## config.mk

```make
export PLATFORM = sky130hd
export DESIGN_NAME = adc_scan_ctrl
export DESIGN_NICKNAME = d
export VERILOG_FILES = /design/src/rtl/adc_ctrl_pkg.sv /design/src/rtl/adc_sync2.sv /design/src/rtl/adc_axil_regs.sv /design/src/rtl/adc_scan_ctrl.sv
export SDC_FILE = /design/constraint.sdc
export NUM_CORES = 1
export LEC_CHECK = 0
export BUFFER_PORTS_ARGS = -buffer_cell sky130_fd_sc_hd__buf_2
export CAP_MARGIN = 0
export CORE_MARGIN = 3
export CORE_UTILIZATION = 46
export DETAILED_ROUTE_END_ITERATION = 8
export PLACE_DENSITY = 0.82
export SLEW_MARGIN = 20
export SYNTH_ARGS = -nofsm -noshare
export SYNTH_HDL_FRONTEND = slang
export SYNTH_SLANG_ARGS = --single-unit
```

## constraint.sdc

```tcl
create_clock -name i_sys_clk -period 1.9 [get_ports i_sys_clk]
set_clock_uncertainty 0.05 [all_clocks]
set_input_delay 0.285 -clock i_sys_clk [delete_from_list [all_inputs] [get_ports i_sys_clk]]
set_output_delay 0.285 -clock i_sys_clk [all_outputs]
set_load 0.01 [all_outputs]
```

## src/rtl/adc_ctrl_pkg.sv

```systemverilog
`default_nettype none
package adc_ctrl_pkg;

  // ----------------------------------------------------------------
  // timing
  // ----------------------------------------------------------------
  localparam int CLK_MHZ         = 200;
  localparam int CONV_BYPASS_NS  = 660;
  localparam int CONV_AMP_NS     = 1550;
  // longest times, so they round down
  localparam int CONV_BYPASS_CYC = (CONV_BYPASS_NS * CLK_MHZ) / 1000;
  localparam int CONV_AMP_CYC    = (CONV_AMP_NS * CLK_MHZ) / 1000;
  localparam int CNT_W           = 10;

  // ----------------------------------------------------------------
  // data layout
  // ----------------------------------------------------------------
  localparam int DATA_W    = 14;
  localparam int TRAILER_W = 6;
  localparam int SHIFT_W   = DATA_W + TRAILER_W;
  localparam int SYNC_W    = 12;

  // ----------------------------------------------------------------
  // registers
  // ----------------------------------------------------------------
  localparam logic [7:0]  REG_CTRL_ADDR    = 8'h00;
  localparam logic [7:0]  REG_STATUS_ADDR  = 8'h04;
  localparam logic [31:0] CTRL_RESET       = 32'h0000_0001;
  localparam int          CTRL_TRAILER_BIT = 0;
  localparam logic [1:0]  RESP_OKAY        = 2'h0;
  localparam logic [1:0]  RESP_SLVERR      = 2'h2;

  // ----------------------------------------------------------------
  // invalid-sample counts
  // ----------------------------------------------------------------
  localparam logic [1:0] SKIP_SEQ_NORMAL  = 2'h2;
  localparam logic [1:0] SKIP_WAKE_NORMAL = 2'h1;

  // ----------------------------------------------------------------
  // types
  // ----------------------------------------------------------------
  typedef struct packed {
    logic       bypass;
    logic [2:0] gain;
    logic [2:0] chan;
  } sel_t;

  localparam sel_t SEL_RESET = '0;

  typedef enum {CONV_IDLE, CONV_RUN} conv_state_t;

  typedef struct packed {
    logic [7:0]  awaddr;
    logic        awvalid;
    logic [31:0] wdata;
    logic [3:0]  wstrb;
    logic        wvalid;
    logic        bready;
    logic [7:0]  araddr;
    logic        arvalid;
    logic        rready;
  } axil_req_t;

  typedef struct packed {
    logic        awready;
    logic        wready;
    logic [1:0]  bresp;
    logic        bvalid;
    logic        arready;
    logic [31:0] rdata;
    logic [1:0]  rresp;
    logic        rvalid;
  } axil_rsp_t;

endpackage
`default_nettype wire

```

## src/rtl/adc_sync2.sv

```systemverilog
`timescale 1ns/100ps
`default_nettype none
module adc_sync2 #(
  parameter int W = 1
) (
  input  wire logic         i_sys_clk,
  input  wire logic         i_srst,
  input  wire logic [W-1:0] i_async,
  output var  logic [W-1:0] o_sync
);

  // ----------------------------------------------------------------
  // two flops per bit; first stage feeds only the second
  // ----------------------------------------------------------------
  for (genvar b = 0; b < W; b++) begin : g_bit
    logic meta_q;
    always_ff @(posedge i_sys_clk) begin
      if (i_srst) begin
        meta_q    <= 1'b0;
        o_sync[b] <= 1'b0;
      end else begin
        meta_q    <= i_async[b];
        o_sync[b] <= meta_q;
      end
    end
  end

endmodule
`default_nettype wire

```

## src/rtl/adc_axil_regs.sv

```systemverilog
`timescale 1ns/100ps
`default_nettype none
module adc_axil_regs (
  input  wire logic                   i_sys_clk,
  input  wire logic                   i_srst,
  input  wire adc_ctrl_pkg::axil_req_t i_axil,
  output var  adc_ctrl_pkg::axil_rsp_t o_axil,
  output var  logic [31:0]            o_ctrl,
  input  wire logic [31:0]            i_status
);
  import adc_ctrl_pkg::*;

  logic        aw_have_q, aw_have_d;
  logic [7:0]  aw_addr_q, aw_addr_d;
  logic        w_have_q, w_have_d;
  logic [31:0] w_data_q, w_data_d;
  logic [3:0]  w_strb_q, w_strb_d;
  logic        bvalid_q, bvalid_d;
  logic [1:0]  bresp_q, bresp_d;
  logic [31:0] ctrl_q, ctrl_d;
  logic        rvalid_q, rvalid_d;
  logic [31:0] rdata_q, rdata_d;
  logic [1:0]  rresp_q, rresp_d;

  // ----------------------------------------------------------------
  // write and read channels
  // ----------------------------------------------------------------
  always_comb begin
    aw_have_d = aw_have_q;
    aw_addr_d = aw_addr_q;
    w_have_d  = w_have_q;
    w_data_d  = w_data_q;
    w_strb_d  = w_strb_q;
    bvalid_d  = bvalid_q;
    bresp_d   = bresp_q;
    ctrl_d    = ctrl_q;
    rvalid_d  = rvalid_q;
    rdata_d   = rdata_q;
    rresp_d   = rresp_q;
    if (i_axil.awvalid && !aw_have_q) begin
      aw_have_d = 1'b1;
      aw_addr_d = i_axil.awaddr;
    end
    if (i_axil.wvalid && !w_have_q) begin
      w_have_d = 1'b1;
      w_data_d = i_axil.wdata;
      w_strb_d = i_axil.wstrb;
    end
    if (bvalid_q && i_axil.bready) begin
      bvalid_d = 1'b0;
    end
    // status is read-only; a write there is refused
    if (aw_have_q && w_have_q && !bvalid_q) begin
      aw_have_d = 1'b0;
      w_have_d  = 1'b0;
      bvalid_d  = 1'b1;
      bresp_d   = RESP_SLVERR;
      if (aw_addr_q == REG_CTRL_ADDR) begin
        bresp_d = RESP_OKAY;
        for (int b = 0; b < 4; b++) begin
          if (w_strb_q[b]) begin
            ctrl_d[8*b +: 8] = w_data_q[8*b +: 8];
          end
        end
      end
    end
    if (rvalid_q && i_axil.rready) begin
      rvalid_d = 1'b0;
    end
    if (i_axil.arvalid && !rvalid_q) begin
      rvalid_d = 1'b1;
      rresp_d  = RESP_OKAY;
      case (i_axil.araddr)
        REG_CTRL_ADDR:   rdata_d = ctrl_q;
        REG_STATUS_ADDR: rdata_d = i_status;
        default: begin
          rdata_d = 32'h0000_0000;
          rresp_d = RESP_SLVERR;
        end
      endcase
    end
  end

  always_ff @(posedge i_sys_clk) begin
    if (i_srst) begin
      aw_have_q <= 1'b0;
      aw_addr_q <= 8'h00;
      w_have_q  <= 1'b0;
      w_data_q  <= 32'h0000_0000;
      w_strb_q  <= 4'h0;
      bvalid_q  <= 1'b0;
      bresp_q   <= RESP_OKAY;
      ctrl_q    <= CTRL_RESET;
      rvalid_q  <= 1'b0;
      rdata_q   <= 32'h0000_0000;
      rresp_q   <= RESP_OKAY;
    end else begin
      aw_have_q <= aw_have_d;
      aw_addr_q <= aw_addr_d;
      w_have_q  <= w_have_d;
      w_data_q  <= w_data_d;
      w_strb_q  <= w_strb_d;
      bvalid_q  <= bvalid_d;
      bresp_q   <= bresp_d;
      ctrl_q    <= ctrl_d;
      rvalid_q  <= rvalid_d;
      rdata_q   <= rdata_d;
      rresp_q   <= rresp_d;
    end
  end

  always_comb begin
    o_axil.awready = !aw_have_q;
    o_axil.wready  = !w_have_q;
    o_axil.bvalid  = bvalid_q;
    o_axil.bresp   = bresp_q;
    o_axil.arready = !rvalid_q;
    o_axil.rvalid  = rvalid_q;
    o_axil.rdata   = rdata_q;
    o_axil.rresp   = rresp_q;
    o_ctrl         = ctrl_q;
  end

endmodule
`default_nettype wire

```

## src/rtl/adc_scan_ctrl.sv

```systemverilog
// How it works
// while scan is on, inputs 0..7 are chosen in turn, repeating
// normal mode marks the first two samples after scan start invalid
// input 0 is converted at the second convert-start fall after scan start
// each later convert-start rise steps the sequencer; 7 wraps to 0
// gain latched at rise; low power applies it next, normal one later
// chan_sel is ignored while scan is on and used again after
// host drops the sample after the first rise seeing scan in low power
// trailer channel bits report the sequencer choice, not the pins
// after scan falls one more sequencer input, the next one, is converted
// gain_sel may change while scanning, sampled at each rise
// every convert-start fall with power-down released begins a conversion timed by an internal count
// serial out is off while convert-start is high, driven when low
// host keeps convert-start low at power-up, power-down and idle
// power-down during a conversion aborts it and keeps serial out off
// host drives power-down low when idle with convert-start low
// after wake, normal mode marks the first sample invalid; low power not
// undriven power-down pin reads as released through the pad pull-up
// undriven low-power pin reads as normal mode through the pad pull-down
// low power starts only after one sample taken with low_power_sel high
// chan_sel is a 3-bit binary input number, bit 2 most significant
// gain codes give 1,2,3,4,6,8,12,16; bypass ignores all three gain bits
// outside scan in normal mode selections apply one sample later
// trailer shifts three channel bits then three gain bits, msb first
// a fresh scan start always restarts the sequencer at input 0
// sequencer position holds while scan is off, moves only at rises
//
// Design decisions made here: the AXI4-Lite register port and the register offsets.
`timescale 1ns/100ps
`default_nettype none
module adc_scan_ctrl (
  input  wire logic                    i_sys_clk,
  input  wire logic                    i_srst,
  input  wire adc_ctrl_pkg::axil_req_t i_axil,
  output var  adc_ctrl_pkg::axil_rsp_t o_axil,
  input  wire logic                    i_conv_start_bar,
  input  wire logic                    i_sequence_enable,
  input  wire logic [2:0]              i_chan_sel,
  input  wire logic [2:0]              i_gain_sel,
  input  wire logic                    i_amp_bypass,
  input  wire logic                    i_powerdown_n,
  input  wire logic                    i_low_power_sel,
  input  wire logic                    i_serial_clk,
  input  wire logic [13:0]             i_core_data,
  output var  logic                    o_sdo,
  output var  logic                    o_sdo_oe,
  output var  logic                    o_core_start,
  output var  adc_ctrl_pkg::sel_t      o_core_sel,
  output var  logic [4:0]              o_gain_factor,
  output var  logic                    o_busy,
  output var  logic                    o_sample_valid
);
  import adc_ctrl_pkg::*;

  // ----------------------------------------------------------------
  // pin synchronisers
  // ----------------------------------------------------------------
  logic [SYNC_W-1:0] pins_s;
  logic              cs_s;
  logic              seq_s;
  logic [2:0]        chan_s;
  logic [2:0]        gain_s;
  logic              byp_s;
  logic              pd_n_s;
  logic              pd_s;
  logic              lpm_s;
  logic              sck_s;

  adc_sync2 #(
    .W (SYNC_W)
  ) u_sync (
    .i_sys_clk (i_sys_clk),
    .i_srst    (i_srst),
    .i_async   ({i_conv_start_bar, i_sequence_enable, i_chan_sel, i_gain_sel,
                 i_amp_bypass, !i_powerdown_n, i_low_power_sel, i_serial_clk}),
    .o_sync    (pins_s)
  );

  // pull-up and pull-down sit in the pads; logic sees resolved levels
  assign {cs_s, seq_s, chan_s, gain_s, byp_s, pd_s, lpm_s, sck_s} = pins_s;
  // power-down rides inverted so a cleared synchroniser reads released: no false wake
  assign pd_n_s = !pd_s;

  // ----------------------------------------------------------------
  // register file
  // ----------------------------------------------------------------
  logic [31:0] ctrl;
  logic [31:0] status;

  adc_axil_regs u_regs (
    .i_sys_clk (i_sys_clk),
    .i_srst    (i_srst),
    .i_axil    (i_axil),
    .o_axil    (o_axil),
    .o_ctrl    (ctrl),
    .i_status  (status)
  );

  // ----------------------------------------------------------------
  // edge detection
  // ----------------------------------------------------------------
  logic cs_prev_q, seq_prev_q, sck_prev_q, pd_prev_q;
  logic cs_rise, cs_fall, seq_rise, sck_fall, wake;

  always_ff @(posedge i_sys_clk) begin
    if (i_srst) begin
      cs_prev_q  <= 1'b0;
      seq_prev_q <= 1'b0;
      sck_prev_q <= 1'b0;
      pd_prev_q  <= 1'b1;
    end else begin
      cs_prev_q  <= cs_s;
      seq_prev_q <= seq_s;
      sck_prev_q <= sck_s;
      pd_prev_q  <= pd_n_s;
    end
  end

  assign cs_rise  = cs_s && !cs_prev_q;
  assign cs_fall  = !cs_s && cs_prev_q;
  assign seq_rise = seq_s && !seq_prev_q;
  assign sck_fall = !sck_s && sck_prev_q;
  assign wake     = pd_n_s && !pd_prev_q;

  // ----------------------------------------------------------------
  // sequencer and selection latch
  // ----------------------------------------------------------------
  logic [2:0] seq_pos_q, seq_pos_d;
  logic       armed_q, armed_d;
  logic       restart_q, restart_d;
  logic       lpwait_q, lpwait_d;
  sel_t       lat_q, lat_d;
  sel_t       apply_q, apply_d;
  logic       lpm_active_q;
  logic       seq_own;
  logic [2:0] seq_next;
  sel_t       cand;

  always_comb begin
    seq_own   = seq_s || armed_q;
    seq_next  = seq_pos_q + 3'h1;
    if (seq_s && (restart_q || !armed_q)) begin
      seq_next = 3'h0;
    end
    cand.chan   = seq_own ? seq_next : chan_s;
    cand.bypass = byp_s;
    cand.gain   = byp_s ? 3'h0 : gain_s;
    seq_pos_d = seq_pos_q;
    armed_d   = armed_q;
    restart_d = restart_q;
    lpwait_d  = lpwait_q;
    lat_d     = lat_q;
    apply_d   = apply_q;
    if (cs_rise) begin
      if (seq_s) begin
        seq_pos_d = seq_next;
        // low power spends its first scan rise on a dropped sample
        restart_d = lpwait_q;
      end
      lpwait_d = 1'b0;
      // the edge after scan falls spends the last sequencer pick
      armed_d = seq_s;
      lat_d   = cand;
      apply_d = lpm_active_q ? cand : lat_q;
    end
    // a new scan start beats a clear in the same cycle
    if (seq_rise) begin
      restart_d = 1'b1;
      lpwait_d  = lpm_active_q;
    end
  end

  always_ff @(posedge i_sys_clk) begin
    if (i_srst) begin
      seq_pos_q <= 3'h0;
      armed_q   <= 1'b0;
      restart_q <= 1'b0;
      lpwait_q  <= 1'b0;
      lat_q     <= SEL_RESET;
      apply_q   <= SEL_RESET;
    end else begin
      seq_pos_q <= seq_pos_d;
      armed_q   <= armed_d;
      restart_q <= restart_d;
      lpwait_q  <= lpwait_d;
      lat_q     <= lat_d;
      apply_q   <= apply_d;
    end
  end

  // ----------------------------------------------------------------
  // conversion timing, mode and validity
  // ----------------------------------------------------------------
  conv_state_t  state_q, state_d;
  logic [CNT_W-1:0] cnt_q, cnt_d;
  sel_t         conv_sel_q, conv_sel_d;
  logic         lpm_active_d;
  logic [1:0]   skip_q, skip_d;
  logic         valid_q, valid_d;
  logic         start_ok;
  logic         done;
  logic         lpm_catch;

  assign start_ok  = cs_fall && pd_n_s;
  assign lpm_catch = start_ok && lpm_s;
  assign done      = (state_q == CONV_RUN) && (cnt_q == 10'h001) && pd_n_s && !cs_fall;

  always_comb begin
    state_d      = state_q;
    cnt_d        = cnt_q;
    conv_sel_d   = conv_sel_q;
    lpm_active_d = lpm_active_q;
    skip_d       = skip_q;
    valid_d      = valid_q;
    case (state_q)
      CONV_IDLE: ;
      CONV_RUN: begin
        cnt_d = cnt_q - 10'h001;
        if (cnt_q == 10'h001) begin
          state_d = CONV_IDLE;
        end
      end
      default: state_d = CONV_IDLE;
    endcase
    if (start_ok) begin
      state_d    = CONV_RUN;
      cnt_d      = apply_q.bypass ? CNT_W'(CONV_BYPASS_CYC) : CNT_W'(CONV_AMP_CYC);
      conv_sel_d = apply_q;
      valid_d    = (skip_q == 2'h0);
      if (skip_q != 2'h0) begin
        skip_d = skip_q - 2'h1;
      end
      lpm_active_d = lpm_s;
    end
    if (!lpm_s) begin
      lpm_active_d = 1'b0;
    end
    if (!pd_n_s) begin
      state_d = CONV_IDLE;
    end
    // loading wins over counting down
    if (wake && !lpm_active_q) begin
      skip_d = SKIP_WAKE_NORMAL;
    end
    if (seq_rise && !lpm_active_q) begin
      skip_d = SKIP_SEQ_NORMAL;
    end
  end

  always_ff @(posedge i_sys_clk) begin
    if (i_srst) begin
      state_q      <= CONV_IDLE;
      cnt_q        <= '0;
      conv_sel_q   <= SEL_RESET;
      lpm_active_q <= 1'b0;
      skip_q       <= 2'h0;
      valid_q      <= 1'b0;
    end else begin
      state_q      <= state_d;
      cnt_q        <= cnt_d;
      conv_sel_q   <= conv_sel_d;
      lpm_active_q <= lpm_active_d;
      skip_q       <= skip_d;
      valid_q      <= valid_d;
    end
  end

  // ----------------------------------------------------------------
  // serial output
  // ----------------------------------------------------------------
  logic [SHIFT_W-1:0] shift_q, shift_d;
  logic               oe_q, oe_d;
  logic [TRAILER_W-1:0] trailer;

  always_comb begin
    // with the trailer off the extra bits shift out as zero
    trailer = ctrl[CTRL_TRAILER_BIT] ? {conv_sel_q.chan, conv_sel_q.gain}
                                     : {TRAILER_W{1'b0}};
    shift_d = shift_q;
    if (done) begin
      shift_d = {i_core_data, trailer};
    end else if (sck_fall && !cs_s) begin
      shift_d = {shift_q[SHIFT_W-2:0], 1'b0};
    end
    oe_d = !cs_s && pd_n_s;
  end

  always_ff @(posedge i_sys_clk) begin
    if (i_srst) begin
      shift_q <= '0;
      oe_q    <= 1'b0;
    end else begin
      shift_q <= shift_d;
      oe_q    <= oe_d;
    end
  end

  // ----------------------------------------------------------------
  // outputs
  // ----------------------------------------------------------------
  always_comb begin
    o_sdo          = shift_q[SHIFT_W-1];
    o_sdo_oe       = oe_q;
    o_core_start   = start_ok;
    o_core_sel     = conv_sel_q;
    o_busy         = (state_q == CONV_RUN);
    o_sample_valid = valid_q;
    case (conv_sel_q.gain)
      3'h0:    o_gain_factor = 5'h01;
      3'h1:    o_gain_factor = 5'h02;
      3'h2:    o_gain_factor = 5'h03;
      3'h3:    o_gain_factor = 5'h04;
      3'h4:    o_gain_factor = 5'h06;
      3'h5:    o_gain_factor = 5'h08;
      3'h6:    o_gain_factor = 5'h0c;
      default: o_gain_factor = 5'h10;
    endcase
    status = {22'h0, valid_q, lpm_active_q, o_busy, conv_sel_q};
  end
endmodule
`default_nettype wire

```

# After elaboration in Yosys (flattened, before gate mapping)
# Cells that the tools add are included.
# totals
word_cells	181
register_bits	238
in_bits	85
# op_classes
n_eq_ne	13
reduce_logical	69
bitwise_logic	2
muxes	30
addsub	3
# ops
cell	count
32-bit one-hot mux with 2 select lines	2
20-bit 2-to-1 mux	2
5-bit one-hot mux with 7 select lines	1
32-bit by 1-bit == test with 1-bit output, second input constant	1
32-bit by 2-bit == test with 1-bit output, second input constant	1
32-bit zero test	1
32-bit 2-to-1 mux	1
1-bit logical AND	21
10-bit 2-to-1 mux	2
2-bit nonzero test	9
8-bit zero test	2
1-bit zero test	14
2-bit 2-to-1 mux	6
2-bit AND reduction	6
3-bit AND reduction	4
10-bit by 1-bit == test with 1-bit output, second input constant	1
1-bit 2-to-1 mux	10
2-bit OR reduction	5
10-bit by 1-bit subtractor with 10-bit output, second input constant	1
3-bit == test, second input constant	3
3-bit 2-to-1 mux	3
9-bit 2-to-1 mux	1
8-bit by 3-bit == test with 1-bit output, second input constant	1
7-bit 2-to-1 mux	1
13 further kinds	18

# Longest topological paths before layout
# depth
word_depth	6
mapped_depth	8
ltp_nobuf	6

# Hierarchy
# A second synthesis with hierarchy kept.
# hier_totals
cells_unflattened	868
hier_area_um2	8359.3
# by_module_without_submodules
mod	area_per_inst_um2	instances	seq_area_each_um2	cells_per_inst
adc_axil_regs	4579.4	1	2282.2	466
adc_scan_ctrl	3086.7	1	1341.3	352
adc_sync2	693.2	1	480.5	50

# Worst setup path before layout
# Ideal clock, no wire load.
# synth_timing
path_kind	reg-to-reg
from	register cnt_q[2]
to	register shift_q[10]
stages_incl_launch_ff	9
arrival_time_ns	1.940
slack_ns	-0.171
path_cell_list	dfxtp_1 -> or4_1 -> buf_2 -> or2_0 -> buf_2 -> or2_1 -> buf_6 -> buf_6 -> a211oi_2
# synth_between
elab_chain_cells	5
elab_cells_between_ends	6
# synth_rtl
element	line	text
start: declaration	adc_scan_ctrl.sv:195	logic [CNT_W-1:0] cnt_q, cnt_d;
start signal: assignment	adc_scan_ctrl.sv:260	cnt_q <= cnt_d;
10-bit by 1-bit == test with 1-bit output (*)	adc_scan_ctrl.sv:206	assign done = (state_q == CONV_RUN) && (cnt_q == 10'h001) && pd_n_s && !cs_fall;
1-bit logical AND (*) (3 in series)	adc_scan_ctrl.sv:206	
20-bit 2-to-1 mux or 2-bit nonzero test (tied branches)	n/a	
end signal: assignment	adc_scan_ctrl.sv:293	shift_q <= shift_d;
end: declaration	adc_scan_ctrl.sv:271	logic [SHIFT_W-1:0] shift_q, shift_d;
# Every way passes the cells marked *; elsewhere a longest branch is shown, timed or not.
# A chain may end at the register's enable or synchronous reset.

# Worst setup path after layout
# layout_timing
from	register cnt_q[5]
to	register shift_q[11]
# Same word-level chain as after synthesis.

==> implementation parameters <==
Parameter                              Value

Power
  Overall power ... 0.00907 W
  Switch share ... 23.2%
  Leakage power ... 4.27 nW
  Internal cell power ... 0.00696 W
  Part of the total power dissipated in combinational logic ... 8.4%
  Sequential Power Share ... 49.8%
  Clock power share ... 41.8%
  Power density of the placed cells ... 896 nW/um^2
  Worst ir drop on vdd ... 0.739 mV
  Psw ... 0.00210 W

Finish
  Layout Cells excl Fill ... 1265
  Core Util, Final ... 62.4%
  Area taken by flip-flops and latches ... 4110 um^2
  Area Growth Syn to Fin ... 30.0%
  Final-stage net count ... 1122
  Fillers ... 1325
  Fraction of layout instances using a drive strength above 1 ... 23.5%
  Multi-input gate area in the final layout ... 3430 um^2

Synth
  Post-synth top area cell ... dfxtp_1
  Compound-Gate Fraction of Synth Area ... 13.3%
  Cells taking the most area after synthesis ... dfxtp_1 (53%), mux2i_1 (8.2%), nand2_1 (5.3%)
  Fraction of synthesized cell area taken by the top area cell type ... 52.7%
  Synthesized instance count ... 839
  Post-synthesis mux area share ... 8.22%
  Largest family of logic cells by synthesized area ... simple AND/OR/NAND/NOR gates
  Most used flip-flop cell after synthesis ... dfxtp_1
  FF+latch count, synth ... 205
  Asr flop ratio synth ... 0%
  Synth Area in XOR/XNOR ... 1.12%
  Number of warnings reported in the yosys synthesis log ... 0
  Fraction of the mapped netlist area in simple logic gates ... 19.9%
  Share of synthesized area occupied by flip-flops and latches ... 52.7%
  Post-synth top cells ... dfxtp_1 (205), nand2_1 (109), nor2_1 (97), a21oi_1 (76), mux2i_1 (64)
  Number of flops mapped to enable cells by yosys ... 0
  Avg Inst Size Synth ... 9.28 um^2
  Most frequent cell after synthesis ... dfxtp_1
  Count of distinct cell types in the synthesized netlist ... 47
  Netlist Area Pre-Place ... 7790 um^2
  Synth Area in Adders ... 0.642%

Placed design
  Half-perimeter wire length after placement ... 11.7 mm
  Number of buffers added on ports ... 140
  Gp weighted congestion ... 0.801
  Cell count after placement ... 1167

STA
  Count of endpoints failing hold in the final timing report ... 0
  WHS ... 0.0372 ns
  Max-slew headroom at the worst pin ... 60.5%
  Slew of the pin with the lowest slew margin ... 0.591 ns
  Setup repair after global routing missed its margin ... true
  Final period util ... 99.4%
  Total of endpoints with negative setup slack in the final report ... 0
  Maximum clock frequency ... 0.530 GHz
  Fin crit period ... 1.89 ns
  Pins Over Slew Limit ... 0

Detailed routing
  Post-route DRC violation count ... 0
  Antenna viol nets, final ... 0
  Average wire length per cell after detail routing ... 14.4 um
  Final routed wirelength across all metal layers ... 18.3 mm
  Iteration count of the initial detailed-routing pass ... 5
  Starting DRC count in detailed routing ... 329
  Vias after detailed routing ... 6519
  Vias per cell ... 5.15

Worst setup path
  Crit path max-delay cell type ... or4_4
  Worst Setup End Kind ... flop
  Worst Path Max Fanout ... 6
  Largest incremental delay on the critical path ... 0.54 ns
  CP Launch Type ... flop
  Data required time of the worst path ... 2.25 ns
  Number of buffer and inverter instances along the worst setup path ... 1
  Arrival time at the worst endpoint ... 2.24 ns
  Critical setup path kind ... reg2reg
  Length in cells of the worst reg-to-reg path ... 5
  Number of stages on the worst setup path ... 5
  Top cell family by delay on the critical path ... simple AND/OR/NAND/NOR gates
  Critical path, cell by cell ... or4_4 > or2_1 > or2_4 > buf_6 > a211oi_2

Floorplan
  Die Width ... 136 um
  Number of placement rows ... 46
  Die area ... 18500 um^2
  Die height ... 136 um
  Top-level I/O count ... 143
  Core area ... 16200 um^2
  Effective utilization at floorplan ... 48.0%

GRT
  Number of global-route vias before repair ... 6306
  Global-route wire length before repair ... 29.5 mm
  Total Routing Usage GR ... 19.0%
  Maximum number of pins on one net before global-route repair ... 69
  Antenna violations before repair ... 2
  Remaining global-route overflow ... 0

Run
  Number of max-cap violations ... 0

Clocking
  Clock tree from TritonCTS ... built
  Number of clock buffers inserted by TritonCTS ... 21
  Clock transition at the registers of the reported paths ... 0.06 ns
  Sink count of the clock tree ... 205
  Skew-Pair Late Insertion Delay ... 0.49 ns
  Cell at the root of the clock tree ... clkbuf_16
  Bufs on Longest Clock Path ... 3
  Count of H-tree levels built during CTS ... 1
  Number of post-CTS setup repair buffers ... 0

Worst hold path
  Min-Delay Path Depth ... 3
  Path class of the lowest-slack min-delay path ... in2reg

Run status
  Outcome ... finished, final reports clean
==> cells by family (layout without fill, tap and decap cells) <==
logic type                 count (synthesis)  count (layout)
and+or+nand+nor                          325             325
DFF                                      205             205
AOI/OAI and AO/OA                        155             155
buffers and inverters                     75             283
muxes                                     64              64
xor gates and xnor gates                  10              10
adders and majority gates                  4               4
other                                      1               3
==> cell type report <==
class,count,area share [%]
diodes,1,0.0247
flip-flops and latches,205,40.6
clock inverters,9,0.531
well taps,216,2.67
clock buffers,29,5.78
inverters,11,0.433
multi-input cells,560,33.9
repair buffers,234,16.0
==> worst register-to-register path: stages, from the launching register on <==
cell and delay, ns:
dfxtp_2 0.34, or4_4 0.54, or2_1 0.23, or2_4 0.27, buf_6 0.15, a211oi_2 0.23
==> flip-flops by register name, indices dropped and copies added (netlist names), 2 cells and up <==
name,count
skip_q,2
u_regs.o_ctrl,32
lat_q,7
u_regs.w_strb_q,4
u_regs.w_data_q,32
u_sync.o_sync,12
apply_q,7
u_regs.rdata_q,32
u_regs.aw_addr_q,8
u_sync.g_bit.meta_q,12
shift_q,20
seq_pos_q,3
o_core_sel,7
cnt_q,10
==> path summary, 6_finish.rpt <==
path                                                   startpoint                           end  slack (ns)
worst max-delay path                        cnt_q[5]$_SDFFE_PP0P_      shift_q[11]$_SDFFE_PP0P_        0.01
worst min-delay path                                   i_axil[11]  u_regs.w_have_q$_SDFFE_PP0P_        0.04
worst max register to register              cnt_q[5]$_SDFFE_PP0P_      shift_q[11]$_SDFFE_PP0P_        0.01
worst min register to register  u_sync.g_bit[1].meta_q$_SDFF_PP0_   u_sync.o_sync[1]$_SDFF_PP0_        0.38
==> repair_timing <==
action	4_1_cts	5_1_grt
endpoints found under the hold margin	57	1
resized for setup	6	14
cloned	0	1
hold buffers	57	1
pin swaps	0	1
setup endpoints to repair	8	11
==> power by group through the flow <==
stage                     combinational [W]  clock, W  sequential [W]
after floorplan                    0.000401         0         0.00459
after global placement             0.000632         0         0.00460
after detailed placement           0.000644         0         0.00460
after CTS                          0.000741   0.00386         0.00451
after global routing               0.000842   0.00404         0.00453
final                              0.000762   0.00379         0.00451
==> metrics by stage <==
stage | setup TNS, ns | area, um^2 | setup slack [ns]
after floorplan | -1.32 | 7810 | -0.128
after CTS | 0 | 10100 | 0.0177
after detailed placement | -0.0245 | 8840 | -0.0176
after global placement | 0 | 8840 | 0.0655
after global routing | -0.0197 | 10100 | -0.0165
final | 0 | 10100 | 0.0117
==> per-layer routing <==
layer | global-route usage [%] | wire length [um] | vias up
met4 | 7.11 | 577 | 2
met5 | 0 | 7 | -
met1 | 23.8 | 7830 | 3017
li1 | - | - | 3267
met2 | 32.7 | 8810 | 184
met3 | 3.40 | 1060 | 49
==> cells in the final DEF (no fill, tap or decap), types with 5 or more instances in the layout <==
| cell | n |
|---|---|
| inv_1 | 10 |
| o21ba_2 | 6 |
| a211oi_2 | 10 |
| a22oi_1 | 22 |
| buf_2 | 139 |
| a221oi_1 | 10 |
| o21ai_0 | 7 |
| clkbuf_16 | 21 |
| dlygate4sd3_1 | 58 |
| buf_4 | 28 |
| clkinv_2 | 6 |
| nor2_1 | 97 |
| nor3_1 | 32 |
| and4_1 | 6 |
| dfxtp_1 | 201 |
| a211oi_1 | 13 |
| nor2b_1 | 34 |
| nand2b_1 | 8 |
| xnor2_1 | 7 |
| mux2i_1 | 64 |
| a21oi_1 | 76 |
| nand2_1 | 109 |
| buf_6 | 5 |
| clkbuf_1 | 5 |
Note: power is estimated with default switching activity, not from simulation.
